<file path="src/rtl/ibm_pkg.sv">
// package for the input bus-master dma engine and its memory-side partner
package bmd_pkg;
    localparam int unsigned ADDR_W       = 32;
    localparam int unsigned DATA_W       = 32;
    localparam int unsigned CNT_W        = 24;
    localparam logic [23:0] MAX_BYTES    = 24'h800000;
    localparam logic [1:0]  WORD_BYTES_LOG = 2'h2;
    localparam logic [31:0] WORD_BYTES   = 32'h00000004;
    localparam logic [31:0] NODE_BYTES   = 32'h00000010;
    localparam int unsigned NODE_ALIGN_B = 4;
    localparam int unsigned WORD_ALIGN_B = 2;
    // descriptor node layout, one longword each
    localparam logic [31:0] NODE_OFF_ADDR = 32'h00000000;
    localparam logic [31:0] NODE_OFF_CNT  = 32'h00000004;
    localparam logic [31:0] NODE_OFF_NEXT = 32'h00000008;
    localparam int unsigned NEXT_END_BIT  = 0;
    localparam int unsigned FIFO_DEPTH    = 16;
    localparam int unsigned FIFO_AW       = 4;
    localparam int unsigned MEM_WORDS     = 256;
    localparam int unsigned MEM_AW        = 8;
    localparam logic [1:0]  GRANT_DELAY   = 2'h1;
endpackage

</file>
<file path="src/rtl/ibm_bus_if.sv">
// bus-master link between the dma engine and the arbiter/memory end
`timescale 1ns/1ps
interface bmd_bus_if;
    import bmd_pkg::*;
    logic              req;
    logic              gnt;
    logic              wr;
    logic              rd;
    logic [ADDR_W-1:0] addr;
    logic [DATA_W-1:0] wdata;
    logic [DATA_W-1:0] rdata;
    logic              ack;
    logic              retry;
    modport dev  (output req, wr, rd, addr, wdata, input gnt, rdata, ack, retry);
    modport host (input req, wr, rd, addr, wdata, output gnt, rdata, ack, retry);
endinterface

</file>
<file path="src/rtl/ibm_dma_dev.sv">
// input bus-master dma engine: fifo, counter, chain walker
// Summary of operation
// (RULE1) start enables bus mastering by the device
// (RULE2) host loads 32-bit destination start address
// (RULE3) length counts bytes, up to 2^23
// (RULE4) every transfer is one full longword
// (RULE5) release bus when fifo empty, re-request
// (RULE6) keep writing until byte count done
// (RULE7) done status pollable; optional interrupt
// (RULE8) chain nodes, 16-byte aligned pointers
// (RULE9) block buffer address is longword aligned
// (RULE10) chain mode: count zero, nodes give lengths
// (RULE11) flush option clears fifo at start
// (RULE12) stop option disables sampling at completion
// (RULE13) status reads 0 done, 1 busy
// (RULE14) sticky overrun on write to full fifo
// (RULE15) abort halts, no further writes
// (RULE16) node: address, count, next, end marker
// (RULE17) request only while mastering and active
`timescale 1ns/1ps
module bmd_dma_dev
    import bmd_pkg::*;
(
    // clock and reset
    input  wire logic              clk,
    input  wire logic              rst,
    // control
    input  wire logic              start,
    input  wire logic              abort,
    input  wire logic              chain_mode,
    input  wire logic [ADDR_W-1:0] start_addr,
    input  wire logic [CNT_W-1:0]  byte_count,
    input  wire logic              flush_at_start,
    input  wire logic              stop_input_at_completion,
    input  wire logic              irq_enable,
    input  wire logic              overrun_clear,
    // sampled input words
    input  wire logic              sample_valid,
    input  wire logic [DATA_W-1:0] sample_data,
    // status
    output logic                   busy_status,
    output logic                   done_irq,
    output logic                   overrun,
    output logic                   sampling_on,
    output logic                   master_en,
    output logic                   setup_error,
    // bus side
    bmd_bus_if.dev                 bus
);
    typedef enum logic [2:0] {ST_IDLE, ST_NODE_ADDR, ST_NODE_CNT, ST_NODE_NEXT, ST_XFER} bmd_state_e;

    bmd_state_e          state_q, state_d;
    logic [DATA_W-1:0]   fifo_q [FIFO_DEPTH];
    logic [FIFO_AW:0]    wptr_q, rptr_q;
    logic [ADDR_W-1:0]   addr_q, node_q;
    logic [CNT_W-1:0]    left_q;
    logic                last_node_q;
    logic                req_q, wr_q, rd_q;
    logic [ADDR_W-1:0]   baddr_q;
    logic [DATA_W-1:0]   bdata_q;
    logic                busy_q, irq_q, ovr_q, samp_q, mst_q, err_q, stop_q;

    wire fifo_empty = (wptr_q == rptr_q);
    wire fifo_full  = (wptr_q[FIFO_AW-1:0] == rptr_q[FIFO_AW-1:0]) && (wptr_q[FIFO_AW] != rptr_q[FIFO_AW]);
    wire push       = sample_valid && samp_q && !fifo_full;
    wire granted_ok = bus.gnt && bus.ack;
    wire word_done  = wr_q && granted_ok;
    wire read_done  = rd_q && granted_ok;
    wire last_word  = (left_q <= CNT_W'(WORD_BYTES));
    // checks against misaligned buffers and bad counts
    wire align_bad  = chain_mode ? (start_addr[NODE_ALIGN_B-1:0] != '0) // RULE8
                                 : (start_addr[WORD_ALIGN_B-1:0] != '0); // RULE9
    wire count_bad  = chain_mode ? (byte_count != '0) // RULE10
                                 : (byte_count == '0 || byte_count > MAX_BYTES ||
                                    byte_count[WORD_ALIGN_B-1:0] != '0); // RULE3
    wire start_ok   = start && !busy_q && !align_bad && !count_bad;
    wire finishing  = word_done && last_word && (!chain_mode || last_node_q);
    wire overflow   = sample_valid && samp_q && fifo_full;
    wire fetching   = (state_q == ST_NODE_ADDR) || (state_q == ST_NODE_CNT) || (state_q == ST_NODE_NEXT);
    wire want_write = !req_q && mst_q && (state_q == ST_XFER) && !fifo_empty;
    wire want_read  = !req_q && mst_q && fetching;
    wire drop_req   = granted_ok || abort || finishing;

    // wraps at the top of the address space; nothing checks that a buffer stays below it
    function automatic logic [ADDR_W-1:0] step_addr(input logic [ADDR_W-1:0] a, input logic [ADDR_W-1:0] d);
        step_addr = ADDR_W'(a + d);
    endfunction

    // node field picked by the fetch step
    wire [ADDR_W-1:0] node_off  = (state_q == ST_NODE_ADDR) ? NODE_OFF_ADDR :
                                  (state_q == ST_NODE_CNT)  ? NODE_OFF_CNT : NODE_OFF_NEXT;
    wire [ADDR_W-1:0] node_addr = step_addr(node_q, node_off);
    wire [ADDR_W-1:0] addr_next = step_addr(addr_q, WORD_BYTES);
    wire [CNT_W-1:0]  left_next = last_word ? '0 : left_q - CNT_W'(WORD_BYTES);

    always_comb begin
        state_d = state_q;
        case (state_q)
            ST_IDLE:      if (start_ok) state_d = chain_mode ? ST_NODE_ADDR : ST_XFER;
            ST_NODE_ADDR: if (read_done) state_d = ST_NODE_CNT;
            ST_NODE_CNT:  if (read_done) state_d = ST_NODE_NEXT;
            ST_NODE_NEXT: if (read_done) state_d = ST_XFER;
            ST_XFER:      if (word_done && last_word) state_d = (chain_mode && !last_node_q) ? ST_NODE_ADDR : ST_IDLE; // RULE6
            default:      state_d = ST_IDLE;
        endcase
        if (abort) state_d = ST_IDLE; // RULE15
    end

    always_ff @(posedge clk) begin
        if (push) fifo_q[wptr_q[FIFO_AW-1:0]] <= sample_data;
    end

    // state and fifo pointers; a push in the flush cycle is dropped on purpose
    always_ff @(posedge clk) begin
        if (rst) begin
            state_q <= ST_IDLE;
            wptr_q  <= '0;
            rptr_q  <= '0;
        end else begin
            state_q <= state_d;
            if (start_ok && flush_at_start) begin
                wptr_q <= '0; // RULE11
                rptr_q <= '0;
            end else begin
                if (push) wptr_q <= wptr_q + 1'b1;
                if (word_done) rptr_q <= rptr_q + 1'b1;
            end
        end
    end

    // set wins over clear so an overflow in the clear cycle is never hidden
    always_ff @(posedge clk) begin
        if (rst) begin
            ovr_q <= 1'b0;
            err_q <= 1'b0;
        end else begin
            if (overflow) ovr_q <= 1'b1; // RULE14
            else if (overrun_clear) ovr_q <= 1'b0;
            if (start) err_q <= align_bad || count_bad;
        end
    end

    // status flags; abort comes last so it wins over a start for busy and master enable
    always_ff @(posedge clk) begin
        if (rst) begin
            busy_q <= 1'b0;
            mst_q  <= 1'b0;
            samp_q <= 1'b0;
            irq_q  <= 1'b0;
            stop_q <= 1'b0;
        end else begin
            if (start_ok) begin
                busy_q <= 1'b1; // RULE13
                mst_q  <= 1'b1; // RULE1
                samp_q <= 1'b1;
                irq_q  <= 1'b0;
                stop_q <= stop_input_at_completion;
            end
            if (finishing) begin
                busy_q <= 1'b0; // RULE13
                mst_q  <= 1'b0;
                if (irq_enable) irq_q <= 1'b1; // RULE7
                if (stop_q) samp_q <= 1'b0; // RULE12
            end
            if (abort) begin
                busy_q <= 1'b0; // RULE15
                mst_q  <= 1'b0;
            end
        end
    end

    // transfer address, byte count and chain position
    always_ff @(posedge clk) begin
        if (rst) begin
            addr_q      <= '0;
            node_q      <= '0;
            left_q      <= '0;
            last_node_q <= 1'b0;
        end else begin
            if (start_ok) begin
                addr_q      <= start_addr; // RULE2
                node_q      <= start_addr;
                left_q      <= byte_count;
                last_node_q <= 1'b0;
            end
            if (read_done && state_q == ST_NODE_ADDR) addr_q <= bus.rdata;
            if (read_done && state_q == ST_NODE_CNT) left_q <= bus.rdata[CNT_W-1:0]; // RULE10
            if (read_done && state_q == ST_NODE_NEXT) begin
                last_node_q <= bus.rdata[NEXT_END_BIT]; // RULE16
                node_q      <= {bus.rdata[ADDR_W-1:NODE_ALIGN_B], {NODE_ALIGN_B{1'b0}}}; // RULE8
            end
            if (word_done) begin
                addr_q <= addr_next; // RULE4
                left_q <= left_next; // RULE3
            end
        end
    end

    // one link op at a time; the request drops for a cycle after each answer
    always_ff @(posedge clk) begin
        if (rst) begin
            req_q   <= 1'b0;
            wr_q    <= 1'b0;
            rd_q    <= 1'b0;
            baddr_q <= '0;
            bdata_q <= '0;
        end else if (drop_req) begin
            req_q <= 1'b0; // RULE17
            wr_q  <= 1'b0;
            rd_q  <= 1'b0;
        end else if (want_write) begin
            req_q   <= 1'b1; // RULE5
            wr_q    <= 1'b1;
            baddr_q <= addr_q;
            bdata_q <= fifo_q[rptr_q[FIFO_AW-1:0]]; // RULE4
        end else if (want_read) begin
            req_q   <= 1'b1; // RULE8
            rd_q    <= 1'b1;
            baddr_q <= node_addr;
        end
    end

    assign bus.req   = req_q;
    assign bus.wr    = wr_q;
    assign bus.rd    = rd_q;
    assign bus.addr  = baddr_q;
    assign bus.wdata = bdata_q;
    assign busy_status = busy_q;
    assign done_irq    = irq_q;
    assign overrun     = ovr_q;
    assign sampling_on = samp_q;
    assign master_en   = mst_q;
    assign setup_error = err_q;
endmodule // bmd_dma_dev

</file>
<file path="src/flat_wrapper.sv">
// flat-port wrapper written by rule: the top's interface ports become plain ports
module bmd_dma_dev_flat import bmd_pkg::*;
  (clk, rst, start, abort, chain_mode, start_addr, byte_count, flush_at_start, stop_input_at_completion, irq_enable, overrun_clear, sample_valid, sample_data, busy_status, done_irq, overrun, sampling_on, master_en, setup_error, bus_req, bus_wr, bus_rd, bus_addr, bus_wdata, bus_gnt, bus_rdata, bus_ack, bus_retry);
  bmd_bus_if bus_i ();
  input  wire logic clk;
  input  wire logic rst;
  input  wire logic start;
  input  wire logic abort;
  input  wire logic chain_mode;
  input  wire logic [ADDR_W-1:0] start_addr;
  input  wire logic [CNT_W-1:0] byte_count;
  input  wire logic flush_at_start;
  input  wire logic stop_input_at_completion;
  input  wire logic irq_enable;
  input  wire logic overrun_clear;
  input  wire logic sample_valid;
  input  wire logic [DATA_W-1:0] sample_data;
  output logic busy_status;
  output logic done_irq;
  output logic overrun;
  output logic sampling_on;
  output logic master_en;
  output logic setup_error;
  output wire logic [$bits(bus_i.req)-1:0] bus_req;
  output wire logic [$bits(bus_i.wr)-1:0] bus_wr;
  output wire logic [$bits(bus_i.rd)-1:0] bus_rd;
  output wire logic [$bits(bus_i.addr)-1:0] bus_addr;
  output wire logic [$bits(bus_i.wdata)-1:0] bus_wdata;
  input wire logic [$bits(bus_i.gnt)-1:0] bus_gnt;
  input wire logic [$bits(bus_i.rdata)-1:0] bus_rdata;
  input wire logic [$bits(bus_i.ack)-1:0] bus_ack;
  input wire logic [$bits(bus_i.retry)-1:0] bus_retry;
  assign bus_req = bus_i.req;
  assign bus_wr = bus_i.wr;
  assign bus_rd = bus_i.rd;
  assign bus_addr = bus_i.addr;
  assign bus_wdata = bus_i.wdata;
  assign bus_i.gnt = bus_gnt;
  assign bus_i.rdata = bus_rdata;
  assign bus_i.ack = bus_ack;
  assign bus_i.retry = bus_retry;
  bmd_dma_dev u_core (.clk(clk), .rst(rst), .start(start), .abort(abort), .chain_mode(chain_mode), .start_addr(start_addr), .byte_count(byte_count), .flush_at_start(flush_at_start), .stop_input_at_completion(stop_input_at_completion), .irq_enable(irq_enable), .overrun_clear(overrun_clear), .sample_valid(sample_valid), .sample_data(sample_data), .busy_status(busy_status), .done_irq(done_irq), .overrun(overrun), .sampling_on(sampling_on), .master_en(master_en), .setup_error(setup_error), .bus(bus_i));
endmodule
</file>
<file path="config.mk">
export PLATFORM = sky130hd
export DESIGN_NAME = bmd_dma_dev_flat
export DESIGN_NICKNAME = d
export VERILOG_FILES = /design/src/rtl/ibm_pkg.sv /design/src/rtl/ibm_bus_if.sv /design/src/rtl/ibm_dma_dev.sv /design/src/flat_wrapper.sv
export SDC_FILE = /design/constraint.sdc
export NUM_CORES = 1
export LEC_CHECK = 0
export ABC_AREA = 1
export ABC_CLOCK_PERIOD_IN_PS = 4500
export BUFFER_PORTS_ARGS = -buffer_cell sky130_fd_sc_hd__buf_4
export CAP_MARGIN = 0
export CORE_UTILIZATION = 56
export DETAILED_ROUTE_END_ITERATION = 7
export HOLD_SLACK_MARGIN = 0.08
export MAX_ROUTING_LAYER = met4
export PLACE_DENSITY_LB_ADDON = 0.3
export SLEW_MARGIN = 10
export SYNTH_ARGS = -nofsm -noshare
export SYNTH_HDL_FRONTEND = slang
export SYNTH_SLANG_ARGS = --single-unit
</file>
<file path="constraint.sdc">
create_clock -name clk -period 4.5 [get_ports clk]
set_clock_uncertainty 0.2 [all_clocks]
set_input_delay 0.9 -clock clk [delete_from_list [all_inputs] [get_ports clk]]
set_output_delay 0.9 -clock clk [all_outputs]
set_load 0.005 [all_outputs]
</file>
==> results.py <==
metrics = {
    "outcome": {
        "status": "finished, violations left",
        "failed_checks": "DRC",
    },
    "pwr": {
        "seqPwrFrac": 0.521,
        "power_per_unit_of_standard_cell_area_mw_per_mm2": 380,
        "power.switching_fraction": 0.205,
        "p_leak_nw": 12.2,
        "p_switching_mw": 2.67,
        "clockPowerShare": 0.454,
        "power_frac_comb": 0.024,
        "vdd_drop_max_mv": 0.435,
        "p_int_mw": 10.4,
    },
    "grt": {
        "grt_first_pass_wirelength_mm": 129,
        "largest_net_degree_at_the_start_of_global_routing": 130,
        "gr-usage-all-layers": 0.326,
        "grt_overflow_total": 0,
        "number_of_antenna_violations_at_the_first_check_in_global_routing": 1,
        "grt_pass1_vias": 22300,
    },
    "sta": {
        "slew_headroom": 0.191,
        "timing.final.crit_period_ns": 3.32,
        "fmax_mhz": 301,
        "ratio_of_final_minimum_period_to_clock_period": 0.738,
        "fin_worst_hold_slack_ns": 0.248,
        "drv_slew": 0,
        "tightest_slew_ns": 1.21,
        "totalNegativeSetupSlack_ns": 0,
        "rsz0062_at_grt": "no",
        "timing.final.setup_violations": 0,
        "hold_viol_final": 0,
    },
    "clocking": {
        "clkSlewWorstSetupHoldPaths_ns": 0.06,
        "post_cts_resize_count": 0,
        "number_of_h_tree_levels": 3,
        "cts_setup_buffers": 0,
        "postCtsHoldBufs": 0,
        "root_buffer": "sky130_fd_sc_hd__clkbuf_16",
        "cts.sinks": 687,
        "max-clock-path-buffers": 3,
        "cts_tree": "built",
        "tritoncts_buffer_count": 72,
        "worstSkewPairLatency_ns": 0.62,
    },
    "setup_path": {
        "worst_endpoint_data_arrival_time_ns": 3.66,
        "critPathLaunchType": "flip-flop",
        "critPathLaunch": "u_core.state_q[2]$_SDFFE_PP0P_",
        "reg2reg_from": "u_core.state_q[2]$_SDFFE_PP0P_",
        "critical_path_buf_inv_count": 1,
        "critical-path-max-stage-delay_ns": 0.50,
        "critPathRequiredTime_ns": 4.84,
        "setup.worst_path.class": "flip-flop to flip-flop",
        "worstPathCellList": "nor3_2 -> ha_1 -> inv_1 -> fa_1 -> nor2_2 -> nand3_2 -> nor2_2 -> nand2_1 -> nor2_2 -> nand2_1 -> nor2_1 -> xor2_1 -> nand2_1 -> a21oi_1",
        "crit_path_top_delay_cell": "sky130_fd_sc_hd__nor3_2",
        "timing.critical_path.max_delay_family": "simple AND/OR/NAND/NOR gates",
        "cp-end-kind": "flip-flop",
        "cp_max_fo": 4,
    },
    "yosys": {
        "netlist_area_mm2": 0.0298,
        "synth.lib_cells_used.distinct": 48,
        "synth.ff_latch_count": 687,
        "post_synth_arst_share": 0,
        "synth_enable_flop_cells": 512,
        "synth-main-ff-cell": "sky130_fd_sc_hd__edfxtp_1",
        "synth-seq-area-share": 0.634,
        "synth_area_per_cell_um2": 10.1,
        "syn_inst": 2944,
        "yosys_warnings": 0,
        "synth_fp_nets": 3088,
    },
    "layout": {
        "register_area_mm2": 0.0189,
        "layout-drive-gt1-share": 0.132,
        "finalNetCount": 3227,
        "layout.cells.most_common_list": "512 x sky130_fd_sc_hd__edfxtp_1, 459 x sky130_fd_sc_hd__nor2_1, 445 x sky130_fd_sc_hd__nand2_1",
        "n_fill_cell": 4047,
        "layout_commonest_cell": "sky130_fd_sc_hd__edfxtp_1",
        "multi_input_logic_area_mm2": 0.00981,
        "flow.area_growth_from_synthesis_pct": 15.3,
    },
    "route": {
        "drt_drc_violations_left": 1,
        "detailedRoute.firstPassIterationCount": 8,
        "route.final.wire_length_mm": 86.5,
        "routedWlPerCell_um": 22.6,
        "vias": 23500,
        "viasPerCell": 6.13,
        "route.antenna.remaining_nets": 0,
        "drt_first_iter_violations": 2466,
    },
    "die": {
        "die_w_um": 233,
        "die_area_mm2": 0.0541,
        "fp.coreArea_mm2": 0.0526,
        "row_count": 84,
        "start_util": 0.567,
        "die_ht_um": 233,
        "boundaryPins": 206,
    },
    "placed_design": {
        "detailed_place_hpwl_mm": 52.3,
        "portBuffers": 204,
        "globalplace.congestion": 1.00,
    },
    "hold_path": {
        "hold_path.class": "flip-flop to flip-flop",
        "min_from": "u_core.node_q[0]$_SDFFE_PP0P_",
    },
    "job": {
        "max_cap_viol_count": 0,
    },
}
-- kinds of logic after synthesis --
family	Yosys count	synth area share
adder cells (fa/ha/maj)	11	0.00487
flip-flops	687	0.634
multiplexers	9	0.00303
buffers and inverters	299	0.0413
AND/OR/NAND/NOR	1143	0.157
AO/OA/AOI/OAI	739	0.144
XOR/XNOR	56	0.0165
-- worst register-to-register path: cells and delay by family, from the launching register on --
| kind | cells | cell delay (ns) |
|---|---|---|
| buffers and inverters | 1 | 0.07 |
| adders and majority gates | 2 | 0.72 |
| DFF | 1 | 0.35 |
| AOI/OAI and AO/OA | 1 | 0.12 |
| xor gates and xnor gates | 1 | 0.15 |
| and+or+nand+nor | 9 | 1.65 |
-- power by group through the flow --
stage          sequential, mW  combinational (mW)  clock, mW
5_1_grt                  6.80               0.340       6.21
6_report                 6.80               0.317       5.92
4_1_cts                  6.80               0.311       5.98
3_3_place_gp             6.94               0.302          0
2_1_floorplan            6.94              0.0911          0
3_5_place_dp             6.94               0.309          0
-- path summary, 6_finish.rpt --
| check | slack (ns) | end | cells after the start |
|---|---|---|---|
| worst max-delay path | 1.18 | u_core.bus.addr[28]$_SDFFE_PP0P_ | 14 |
| worst min-delay path | 0.25 | u_core.node_q[0]$_SDFFE_PP0P_ | 2 |
| worst max register to register | 1.18 | u_core.bus.addr[28]$_SDFFE_PP0P_ | 14 |
| worst min register to register | 0.25 | u_core.node_q[0]$_SDFFE_PP0P_ | 2 |
-- synth_stat cells (47+ instances only) --
cell type | number | area (um^2)
sky130_fd_sc_hd__nand2_1 | 445 | 1670
sky130_fd_sc_hd__a21oi_1 | 123 | 616
sky130_fd_sc_hd__clkbuf_1 | 121 | 454
sky130_fd_sc_hd__nand3_1 | 142 | 711
sky130_fd_sc_hd__nor2_1 | 477 | 1790
sky130_fd_sc_hd__edfxtp_1 | 512 | 15400
sky130_fd_sc_hd__o22ai_1 | 77 | 482
sky130_fd_sc_hd__inv_1 | 106 | 398
sky130_fd_sc_hd__buf_2 | 47 | 235
sky130_fd_sc_hd__o221ai_1 | 64 | 561
sky130_fd_sc_hd__o21ai_0 | 379 | 1900
sky130_fd_sc_hd__dfxtp_1 | 175 | 3500
-- state kept, by name, indices dropped and copies added (netlist names), 3 cells and up --
name              count
u_core.fifo_q       512
u_core.addr_q        32
u_core.bus.addr      32
u_core.bus.wdata     32
u_core.node_q        32
u_core.left_q        24
u_core.rptr_q         5
u_core.wptr_q         5
u_core.state_q        3
-- metal layers --
| metal | global-route usage | vias up | wire, um | part of all wire |
|---|---|---|---|---|
| met5 | - | - | 0 | 0 |
| met4 | 0.156 | 0 | 4050 | 0.047 |
| met3 | 0.0489 | 241 | 7120 | 0.082 |
| met2 | 0.516 | 1264 | 41600 | 0.48 |
| met1 | 0.413 | 11200 | 33700 | 0.39 |
| li1 | - | 10800 | - | - |
-- through the flow --
stage          power, mW   util  cells  setup WS, ns  area (um^2)
3_3_place_gp        7.24  0.609   3697          1.23        32000
3_5_place_dp        7.25  0.609   3697          1.19        32000
6_report            13.0  0.654   3828          1.18        34300
4_1_cts             13.1  0.653   3827          1.22        34300
5_1_grt             13.3  0.654   3828         0.984        34300
2_1_floorplan       7.03      -   2944         0.315        29800
-- final cells by class --
cell class | instances | share of cell area
Sequential cell | 687 | 0.550
Multi-Input combinational cell | 1958 | 0.286
Timing Repair Buffer | 251 | 0.0581
Clock buffer | 97 | 0.0575
Tap cell | 688 | 0.0251
Inverter | 113 | 0.0125
Clock inverter | 33 | 0.0111
Antenna cell | 1 | 0.0000729
No activity file was read; power rests on OpenSTA's default activity.
